File: src/hw/dec_defines.svh
`ifndef DEC_DEFINES_SVH
`define DEC_DEFINES_SVH

// instruction cycle timing
`define OSC_PER_ICYCLE 4
`define PHASE_W 2

// word layout
`define WORD_W 16
`define NIB_SECOND 4'hF
`define NIB_MOVFF 4'hC
`define HI_CALL 7'h76
`define HI_LFSR 8'hEE
`define HI_GOTO 8'hEF
`define HI_EXT_LO 8'hE8
`define HI_EXT_HI 8'hEB
`define HI_MOVLB 8'h01
`define HI_RETLW 8'h0C
`define HI_LITS 5'h01
`define HI_BRANCH 5'h1C
`define HI_BRA 5'h1A
`define HI_RCALL 5'h1B
`define HI_CPFS 5'h0C
`define HI_DECFSZ 6'h0B
`define HI_INCFSZ 6'h0F
`define HI_INFSNZ 6'h12
`define HI_DCFSNZ 6'h13
`define HI_BTFS 3'h5
`define OP_NOP 16'h0000
`define OP_CALLW 16'h0014
`define OP_RETFIE 15'h0008
`define OP_RETURN 15'h0009
`define TOP_MISC 12'h000

`endif

File: src/hw/dec_pkg.sv
package dec_pkg;

    typedef enum logic [1:0] {GRP_BYTE, GRP_BIT, GRP_LIT, GRP_CTRL} group_t;
    typedef enum logic [1:0] {TBL_HOLD, TBL_POST_INC, TBL_POST_DEC, TBL_PRE_INC} tbl_mode_t;
    typedef enum logic [2:0] {ST_IDLE, ST_EXEC, ST_SECOND, ST_DBL, ST_FLUSH} state_t;

    typedef struct packed {
        group_t grp;
        logic nop;
        logic dbl;
        logic ext;
        logic [11:0] file_addr;
        logic [11:0] dst_addr;
        logic to_file;
        logic use_bsr;
        logic [2:0] bit_num;
        logic [11:0] literal;
        logic [1:0] ptr_sel;
        logic [19:0] target;
        logic fast;
        tbl_mode_t tbl_mode;
        logic tbl_write;
    } fields_t;

    function automatic logic is_double_first(input logic [15:0] w);
        return (w[15:12] == 4'hC) || (w[15:9] == 7'h76) || (w[15:8] == 8'hEE) || (w[15:8] == 8'hEF);
    endfunction

endpackage

File: src/hw/core_link_if.sv
`timescale 1ns/10ps
`include "dec_defines.svh"

interface core_link_if;
    logic [`PHASE_W-1:0] phase;
    logic cycle_end;
    logic [15:0] word1;
    logic [15:0] word2;
    dec_pkg::fields_t f;

    modport seq_mp (output phase, output cycle_end);
    modport ext_mp (input word1, input word2, output f);
    modport top_mp (input phase, input cycle_end, input f, output word1, output word2);
endinterface

File: src/hw/cycle_sequencer.sv
`timescale 1ns/10ps
`include "dec_defines.svh"

module cycle_sequencer #(
    parameter int OSC_PER_ICYCLE = `OSC_PER_ICYCLE
) (
    // clock and reset
    input wire logic clk_sys_in,
    input wire logic reset_n_in,
    // phase towards the decoder
    core_link_if.seq_mp lnk
);
    localparam logic [`PHASE_W-1:0] PHASE_LAST = `PHASE_W'(OSC_PER_ICYCLE - 1);

    logic [`PHASE_W-1:0] phase;
    logic [`PHASE_W-1:0] next_phase;

    always_comb begin
        next_phase = (phase == PHASE_LAST) ? '0 : phase + `PHASE_W'(1);
    end

    always_ff @(posedge clk_sys_in or negedge reset_n_in) begin
        if (!reset_n_in) begin
            phase <= '0;
        end else begin
            phase <= next_phase;
        end
    end

    assign lnk.phase = phase;
    assign lnk.cycle_end = (phase == PHASE_LAST);
endmodule // cycle_sequencer

File: src/hw/field_extractor.sv
`timescale 1ns/10ps
`include "dec_defines.svh"

module field_extractor (
    // words in, fields out
    core_link_if.ext_mp lnk
);
    import dec_pkg::*;

    // used only by the group sort; field shaping decodes the words itself
    function automatic group_t classify(input logic [15:0] w);
        if (w[15:12] == `NIB_SECOND) return GRP_CTRL;
        if (w[15:8] == `HI_MOVLB) return GRP_LIT;
        if (w[15:8] == `HI_RETLW) return GRP_CTRL;
        if (w[15:11] == `HI_LITS) return GRP_LIT;
        if (w[15:8] == 8'h00) return GRP_CTRL;
        if (w[15:12] >= 4'h7 && w[15:12] <= 4'hB) return GRP_BIT;
        if (w[15:12] == 4'hD) return GRP_CTRL;
        if (w[15:12] == 4'hE) begin
            if (w[15:8] >= `HI_EXT_LO && w[15:8] <= `HI_EXT_HI) return GRP_LIT;
            if (w[15:8] == `HI_LFSR) return GRP_LIT;
            return GRP_CTRL;
        end
        return GRP_BYTE;
    endfunction

    logic [15:0] w1;
    logic [15:0] w2;

    always_comb begin
        w1 = lnk.word1;
        w2 = lnk.word2;
        lnk.f = '0;
        lnk.f.grp = classify(w1);
        lnk.f.dbl = is_double_first(w1);
        lnk.f.nop = (w1[15:12] == `NIB_SECOND) || (w1 == `OP_NOP);
        lnk.f.ext = (w1[15:8] >= `HI_EXT_LO && w1[15:8] <= `HI_EXT_HI) || (w1 == `OP_CALLW);
        lnk.f.file_addr = (w1[15:12] == `NIB_MOVFF) ? w1[11:0] : {4'h0, w1[7:0]};
        lnk.f.dst_addr = w2[11:0];
        lnk.f.to_file = w1[9];
        lnk.f.use_bsr = w1[8];
        lnk.f.bit_num = w1[11:9];
        lnk.f.literal = (w1[15:8] == `HI_LFSR) ? {w1[3:0], w2[7:0]} : {4'h0, w1[7:0]};
        lnk.f.ptr_sel = (w1[15:8] == `HI_LFSR) ? w1[5:4] : w1[7:6];
        if (w1[15:9] == `HI_CALL || w1[15:8] == `HI_GOTO) begin
            lnk.f.target = {w2[11:0], w1[7:0]};
        end else if (w1[15:11] == `HI_BRA || w1[15:11] == `HI_RCALL) begin
            lnk.f.target = {9'h000, w1[10:0]};
        end else begin
            lnk.f.target = {12'h000, w1[7:0]};
        end
        lnk.f.fast = (w1[15:9] == `HI_CALL) ? w1[8] : w1[0];
        lnk.f.tbl_mode = tbl_mode_t'(w1[1:0]);
        lnk.f.tbl_write = w1[2];
    end

endmodule // field_extractor

File: src/hw/mcu_instruction_format_decoder.sv
`timescale 1ns/10ps
`include "dec_defines.svh"

module mcu_instruction_format_decoder #(
    parameter int OSC_PER_ICYCLE = `OSC_PER_ICYCLE
) (
    // clock and reset
    input wire logic clk_sys_in,
    input wire logic reset_n_in,
    // program memory side
    input wire logic [`WORD_W-1:0] prog_word_in,
    output logic word_taken_out,
    // datapath condition, sampled on the last clock of a cycle
    input wire logic cond_true_in,
    // cycle timing
    output logic cycle_start_out,
    output logic issue_out,
    // decoded instruction
    output dec_pkg::group_t group_out,
    output logic nop_out,
    output logic double_word_out,
    output logic extended_out,
    output logic [11:0] file_addr_out,
    output logic [11:0] dst_addr_out,
    output logic dest_to_file_out,
    output logic bank_from_bsr_out,
    output logic [2:0] bit_num_out,
    output logic [11:0] literal_out,
    output logic [1:0] ptr_sel_out,
    output logic [19:0] target_out,
    output logic fast_mode_out,
    output dec_pkg::tbl_mode_t table_mode_out,
    output logic table_write_out
);
    import dec_pkg::*;

    ////////////////////////////////////////////////////////////////////////////////
    // sequencer and field extraction

    core_link_if lnk ();

    cycle_sequencer #(
        .OSC_PER_ICYCLE(OSC_PER_ICYCLE)
    ) u_seq (
        .clk_sys_in(clk_sys_in),
        .reset_n_in(reset_n_in),
        .lnk(lnk.seq_mp)
    );

    field_extractor u_ext (
        .lnk(lnk.ext_mp)
    );

    ////////////////////////////////////////////////////////////////////////////////
    // cycle length of the instruction under execution

    function automatic logic needs_two(input logic [15:0] w, input logic cond);
        logic jump;
        logic skip;
        jump = (w[15:1] == `OP_RETFIE) || (w[15:1] == `OP_RETURN) || (w[15:8] == `HI_RETLW)
            || (w[15:11] == `HI_BRA) || (w[15:11] == `HI_RCALL) || (w == `OP_CALLW)
            || (w[15:4] == `TOP_MISC && w[3]);
        skip = (w[15:11] == `HI_BRANCH) || (w[15:11] == `HI_CPFS) || (w[15:10] == `HI_DECFSZ)
            || (w[15:10] == `HI_INCFSZ) || (w[15:10] == `HI_INFSNZ) || (w[15:10] == `HI_DCFSNZ)
            || (w[15:13] == `HI_BTFS);
        return jump || (skip && cond);
    endfunction

    ////////////////////////////////////////////////////////////////////////////////
    // instruction state

    state_t state;
    state_t next_state;
    logic [15:0] ir1;
    logic [15:0] next_ir1;
    fields_t fld;
    fields_t next_fld;
    logic issue;
    logic next_issue;
    logic taken;
    logic next_taken;
    logic cstart;
    logic flush_now;
    logic take_single;

    // the pair goes out together, so the first word is replayed from ir1
    assign lnk.word1 = (state == ST_SECOND) ? ir1 : prog_word_in;
    assign lnk.word2 = prog_word_in;
    assign flush_now = (state == ST_EXEC) && needs_two(ir1, cond_true_in);
    // fresh single word: its fields show one clock later
    assign take_single = lnk.cycle_end && state != ST_SECOND && !flush_now && !is_double_first(prog_word_in);

    always_comb begin
        next_state = state;
        next_ir1 = ir1;
        next_fld = fld;
        next_issue = 1'b0;
        next_taken = 1'b0;
        if (lnk.cycle_end) begin
            next_taken = 1'b1;
            unique case (state)
                ST_SECOND: begin
                    next_fld = lnk.f;
                    next_issue = 1'b1;
                    next_state = ST_DBL;
                end
                ST_EXEC, ST_IDLE, ST_DBL, ST_FLUSH: begin
                    if (flush_now) begin
                        // extra cycle burns as a no-op; fetch unit keeps the word
                        next_taken = 1'b0;
                        next_fld.nop = 1'b1;
                        next_issue = 1'b1;
                        next_state = ST_FLUSH;
                    end else begin
                        next_ir1 = prog_word_in;
                        if (is_double_first(prog_word_in)) begin
                            next_state = ST_SECOND;
                        end else begin
                            next_fld = lnk.f;
                            next_issue = 1'b1;
                            next_state = ST_EXEC;
                        end
                    end
                end
            endcase
        end
    end

    always_ff @(posedge clk_sys_in or negedge reset_n_in) begin
        if (!reset_n_in) begin
            state <= ST_IDLE;
            ir1 <= 16'h0000;
            fld <= '0;
            issue <= 1'b0;
            taken <= 1'b0;
            cstart <= 1'b0;
        end else begin
            state <= next_state;
            ir1 <= next_ir1;
            fld <= next_fld;
            issue <= next_issue;
            taken <= next_taken;
            cstart <= lnk.cycle_end;
        end
    end

    ////////////////////////////////////////////////////////////////////////////////
    // outputs

    assign word_taken_out = taken;
    assign cycle_start_out = cstart;
    assign issue_out = issue;
    assign group_out = fld.grp;
    assign nop_out = fld.nop;
    assign double_word_out = fld.dbl;
    assign extended_out = fld.ext;
    assign file_addr_out = fld.file_addr;
    assign dst_addr_out = fld.dst_addr;
    assign dest_to_file_out = fld.to_file;
    assign bank_from_bsr_out = fld.use_bsr;
    assign bit_num_out = fld.bit_num;
    assign literal_out = fld.literal;
    assign ptr_sel_out = fld.ptr_sel;
    assign target_out = fld.target;
    assign fast_mode_out = fld.fast;
    assign table_mode_out = fld.tbl_mode;
    assign table_write_out = fld.tbl_write;
endmodule // mcu_instruction_format_decoder

File: config.mk
export PLATFORM = sky130hd
export DESIGN_NAME = mcu_instruction_format_decoder
export DESIGN_NICKNAME = d
export VERILOG_FILES = /design/src/hw/dec_pkg.sv /design/src/hw/core_link_if.sv /design/src/hw/cycle_sequencer.sv /design/src/hw/field_extractor.sv /design/src/hw/mcu_instruction_format_decoder.sv
export VERILOG_INCLUDE_DIRS = /design/src /design/src/hw
export SDC_FILE = /design/constraint.sdc
export NUM_CORES = 1
export LEC_CHECK = 0
export BUFFER_PORTS_ARGS = -buffer_cell sky130_fd_sc_hd__clkbuf_2
export CELL_PAD_IN_SITES_DETAIL_PLACEMENT = 2
export CELL_PAD_IN_SITES_GLOBAL_PLACEMENT = 2
export CORE_AREA = 2 2 92 161
export CTS_CLUSTER_SIZE = 16
export DETAILED_ROUTE_END_ITERATION = 10
export DIE_AREA = 0 0 94 163
export GPL_TIMING_DRIVEN = 0
export HOLD_SLACK_MARGIN = 0.06
export PLACE_DENSITY = 0.74
export SETUP_SLACK_MARGIN = 0.15
export SLEW_MARGIN = 30
export SYNTH_ARGS = -nofsm -noshare
export SYNTH_HDL_FRONTEND = slang
export SYNTH_SLANG_ARGS = --single-unit
File: constraint.sdc
create_clock -name clk_sys_in -period 1.95 [get_ports clk_sys_in]
set_input_delay 0.195 -clock clk_sys_in [delete_from_list [all_inputs] [get_ports clk_sys_in]]
set_output_delay 0.195 -clock clk_sys_in [all_outputs]
set_load 0.005 [all_outputs]
==> flow_results.org <==
** Setup path
- The worst register-to-register path has a depth of 9.
- CP max-delay cell :: sky130_fd_sc_hd__dfrtp_2
- Critical-path cell list :: nor4_4, nand4b_1, a211oi_2, buf_4, o21ai_4, and3_4, buf_12, clkbuf_16, mux2_4
- The worst register-to-register path begins at ir1[6]$_DFFE_PN0P_.
- The worst setup path is launched from a flip-flop.
- Worst EP required :: 2.18 ns
- Buf+Inv Stages, Crit Path :: 3
- The worst register-to-register path has a setup slack of -0.49 ns.
- At the worst endpoint, the arrival time is approximately 2.7 ns.
- In this run the critical register-to-register path is captured at literal_out[10]$_DFFE_PN0P_.
- Delay of the slowest critical-path stage :: roughly 0.44 ns
- Largest delay share family, worst path :: simple AND/OR/NAND/NOR gates
- Of all nets on the critical path, the largest fanout is 5.
- Setup crit end kind :: flip-flop
- By startpoint and endpoint, the worst setup path is classified as flip-flop to flip-flop.

** STA
- In this run the tightest slew margin relative to its limit is 0.554.
- After layout, the minimum clock period comes to 2.44 ns.
- Setup violations remaining at the end of the flow were counted as 79.
- Post-route fraction of the period consumed by the critical path :: 1.25
- Setup repair after global routing could not meet its margin everywhere.
- In the final timing run, aggregate negative setup slack is -34.09 ns.
- WHS :: roughly 0.15 ns
- Highest clock frequency the design can meet :: between 400 and 500 MHz
- In the post-route analysis, the smallest setup slack over all paths is -0.489 ns.
- Slew Viols, Final :: 0
- The number of endpoints with negative hold slack in the final report is 0.
- Tightest Pin Transition :: between 0.6 and 0.7 ns
- For the final database, setup skew stands at between 0.01 and 0.015 ns.

** Finish
- Proportion of layout cells with a drive suffix above 1 :: 0.498
- Final #Nets :: 511
- The top cell types in the final layout, fill and taps aside, are sky130_fd_sc_hd__clkbuf_2 (90), sky130_fd_sc_hd__dfrtp_1 (80), sky130_fd_sc_hd__mux2_4 (63).
- Reg area :: roughly 2100 µm²
- Area Overhead vs Synth :: 35.0%
- In the final layout, the multi-input gates occupy about 2200 µm².
- Leaving out fill and tap cells, the most frequent cell in the layout is sky130_fd_sc_hd__clkbuf_2.
- After filler insertion, the fill cell instance count of the layout stands at 1,462.
- Diode insertion count for antenna repair :: 0

** Drt
- The highest metal layer carrying signal wires in the routed design is met4.
- After the first detailed-routing iteration, the DRC count stood at around 160.
- For this block, the routed nets add up to between 15 and 20 mm of wire.
- Met2 Routed Length :: slightly below 9 mm
- Using the TritonRoute via totals, the vias-per-cell ratio works out to ~5.
- For this block, wires on met1 add up to about 5.7 mm.
- Across all layers, the routed design uses 3,397 vias.
- Detailed route wirelength on metal3 :: around 480 µm
- In the routed design, unresolved DRC markers number 0.
- In this run the remaining antenna-violating nets after routing total 0.
- WL/cell :: between 20 and 25 µm
- Number of iterations in the first detailed-routing pass :: 4

** Floorplan
- Die width :: between 90 and 100 µm
- Measured along the y axis, the die boundary spans roughly 160 µm.
- The die covers about 15,000 µm².
- Top-Level Pins :: between 90 and 100
- The core region is about 14,000 µm².
- Site Rows :: 58
- Effective utilization at floorplan :: 0.312

** Clock tree
- Clock-pin slew was measured on the worst setup and hold paths at 0.06 ns.
- CTS root buf :: sky130_fd_sc_hd__clkbuf_16
- In this run the number of H-tree levels came out at 3.
- CTS sink count :: 84
- Number of clock buffers inserted by TritonCTS :: 9
- At the later pin of the worst-skew pair, clock insertion delay measures between 0.3 and 0.4 ns.
- The longest clock path from root to sink contains 2 buffers.
- TritonCTS clock tree :: yes

** Place
- Half-perimeter wire length of the detailed placement result :: just over 10 mm
- The congestion estimate from routability-driven global placement came to approximately 0.9.
- Port-buffer cells :: 90

** Synthesis
- The synthesized design contains 84 register bits.
- Among all flip-flop cells after synthesis, the most frequent one is sky130_fd_sc_hd__dfrtp_1.
- Mapped Avg Cell Area :: 11.9 µm²
- EDFF count, synth :: 0
- Cell types occupying the most area after synthesis :: sky130_fd_sc_hd__dfrtp_1 (48%), sky130_fd_sc_hd__mux2_4 (16%), sky130_fd_sc_hd__mux2_2 (5.9%)
- Number of standard cells after synthesis :: approximately 370
- Cell area after technology mapping :: 4420 µm²
- In the synthesized netlist the async set-or-reset flop fraction comes to 1.00.
- Count of different cell masters after synthesis :: 50
- During synthesis, Yosys emitted a total of 0 warnings.
- Largest area contributor in the netlist :: sky130_fd_sc_hd__dfrtp_1
- Net count of the mapped netlist :: 391
- Area share of the largest cell type after synthesis :: 0.476
- Portion of the post-synthesis area used by sequential elements :: 0.476

** Status
- Violations in the final reports :: setup timing
- The run finished, with violations left.

** Pwr
- IR analysis of the VDD net gives a maximum drop of roughly 0.45 mV.
- Leakage power summed over all cells :: 2.79 nW
- Ratio of total power to cell area :: between 1000 and 1500 nW/µm²

** GRT
- The first global-routing pass estimated approximately 23 mm of wire.
- Gr usage total :: 0.205
- Number of antenna violations at the first check in global routing :: 0
- Maximum number of pins on one net before global-route repair :: 49
- Number of global-route vias before repair :: about 3.9k
- Summed over all layers, the global routing overflow is 0.

** Run
- Max-cap violations in this run came to 0.

** Hold path
- Number of cells on the worst hold path :: 3
- Hold Crit Endpoint :: target_out[12]$_DFFE_PN0P_
- The path class of the tightest hold or removal check is input pin to flip-flop.
- The startpoint identified for the worst hold timing path is prog_word_in[4].
per-layer routing:
| layer | GRT usage | vias up |
|---|---|---|
| met3 | 0.0287 | 30 |
| met5 | 0 | - |
| li1 | - | 1521 |
| met2 | 0.380 | 90 |
| met4 | 0.0988 | 0 |
| met1 | 0.224 | 1756 |
Yosys cell counts (2+ instances only):
master                      number
sky130_fd_sc_hd__a211oi_2        2
sky130_fd_sc_hd__a21oi_1        13
sky130_fd_sc_hd__a31oi_1         3
sky130_fd_sc_hd__a41oi_1         2
sky130_fd_sc_hd__and3_1          2
sky130_fd_sc_hd__buf_2           8
sky130_fd_sc_hd__buf_4          14
sky130_fd_sc_hd__buf_6           7
sky130_fd_sc_hd__clkbuf_1        5
sky130_fd_sc_hd__dfrtp_1        84
sky130_fd_sc_hd__inv_1          16
sky130_fd_sc_hd__mux2_2         23
sky130_fd_sc_hd__mux2_4         46
sky130_fd_sc_hd__mux2i_1        20
sky130_fd_sc_hd__nand2_1        45
sky130_fd_sc_hd__nand2b_1        4
sky130_fd_sc_hd__nand3_1         3
sky130_fd_sc_hd__nand3b_1        3
sky130_fd_sc_hd__nand4b_1        2
sky130_fd_sc_hd__nor2_1         17
sky130_fd_sc_hd__nor2b_1         7
sky130_fd_sc_hd__nor3_1          4
sky130_fd_sc_hd__nor4_1          4
sky130_fd_sc_hd__nor4_4          2
sky130_fd_sc_hd__o21ai_0         7
sky130_fd_sc_hd__o2bb2ai_1       3
sky130_fd_sc_hd__o32ai_1         2
registers in the layout (all words and copies together), names as in the netlist, 2 cells and up:
signal	cells
bit_num_out	3
dst_addr_out	12
file_addr_out	12
group_out	2
ir1	16
literal_out	12
ptr_sel_out	2
state	3
target_out	12
u_seq.lnk.phase	2
final cells by class:
class / instances / area share
flip-flops and latches: 84 / 0.353
plain buffers: 34 / 0.0537
clock buffers: 11 / 0.0407
repair buffers: 109 / 0.127
clock inverters: 5 / 0.0143
well taps: 180 / 0.0378
inverters: 16 / 0.0101
multi-input cells: 237 / 0.364
worst register-to-register path: cells and delay by family, from the launching register on:
family                 cells  cell delay, ns
muxes                      1            0.30
DFF                        1            0.44
AOI/OAI and AO/OA          2            0.29
buffers and inverters      3            0.49
and+or+nand+nor            3            0.81
where the power goes:
part           leakage (nW)  switching, mW  internal [mW]
Clock                 0.156          0.743           1.16
Sequential             1.04          0.558           2.30
Combinational          1.60           1.23           1.56
worst max-delay path by stage:
stage,from,to,slack [ns],cells past startpoint
2_1_floorplan,ir1[12]$_DFFE_PN0P_,bit_num_out[0]$_DFFE_PN0P_,-0.1,9
3_3_place_gp,ir1[10]$_DFFE_PN0P_,group_out[1]$_DFFE_PN0P_,-0.45,8
3_5_place_dp,state[0]$_DFFE_PN0P_,literal_out[6]$_DFFE_PN0P_,-0.52,6
4_1_cts,ir1[10]$_DFFE_PN0P_,target_out[8]$_DFFE_PN0P_,-0.38,9
5_1_grt,ir1[7]$_DFFE_PN0P_,literal_out[3]$_DFFE_PN0P_,-0.52,9
6_report,ir1[6]$_DFFE_PN0P_,literal_out[10]$_DFFE_PN0P_,-0.49,9
logic make-up after synthesis:
group | count (synthesis) | synth area share
AOI/OAI and AO/OA | 45 | 0.0705
DFF | 84 | 0.476
xor gates and xnor gates | 2 | 0.00396
adders and majority gates | 1 | 0.00283
buffers and inverters | 50 | 0.0685
and+or+nand+nor | 99 | 0.116
muxes | 90 | 0.263
timing repair:
| item | CTS | global route |
|---|---|---|
| setup buffers | 10 | 2 |
| endpoints found under the setup margin | 80 | 81 |
| hold endpoints to repair | 36 | 0 |
| resized for setup | 37 | 5 |
| pin swaps | 7 | 9 |
| hold buffers | 1 | 0 |
| cloned | 1 | 4 |
stage by stage:
stage | power, mW | instances | worst slack (ns) | area (µm²) | utilization
detailed placement | 5.36 | 642 | -0.524 | 5200 | 0.367
global placement | 5.19 | 641 | -0.451 | 5160 | 0.365
global route | 7.97 | 676 | -0.525 | 5960 | 0.421
floorplan | 4.31 | 371 | -0.0978 | 4490 | -
CTS | 7.52 | 670 | -0.378 | 5830 | 0.412
finish | 7.56 | 676 | -0.489 | 5960 | 0.421
Note: power is estimated with default switching activity, not from simulation.
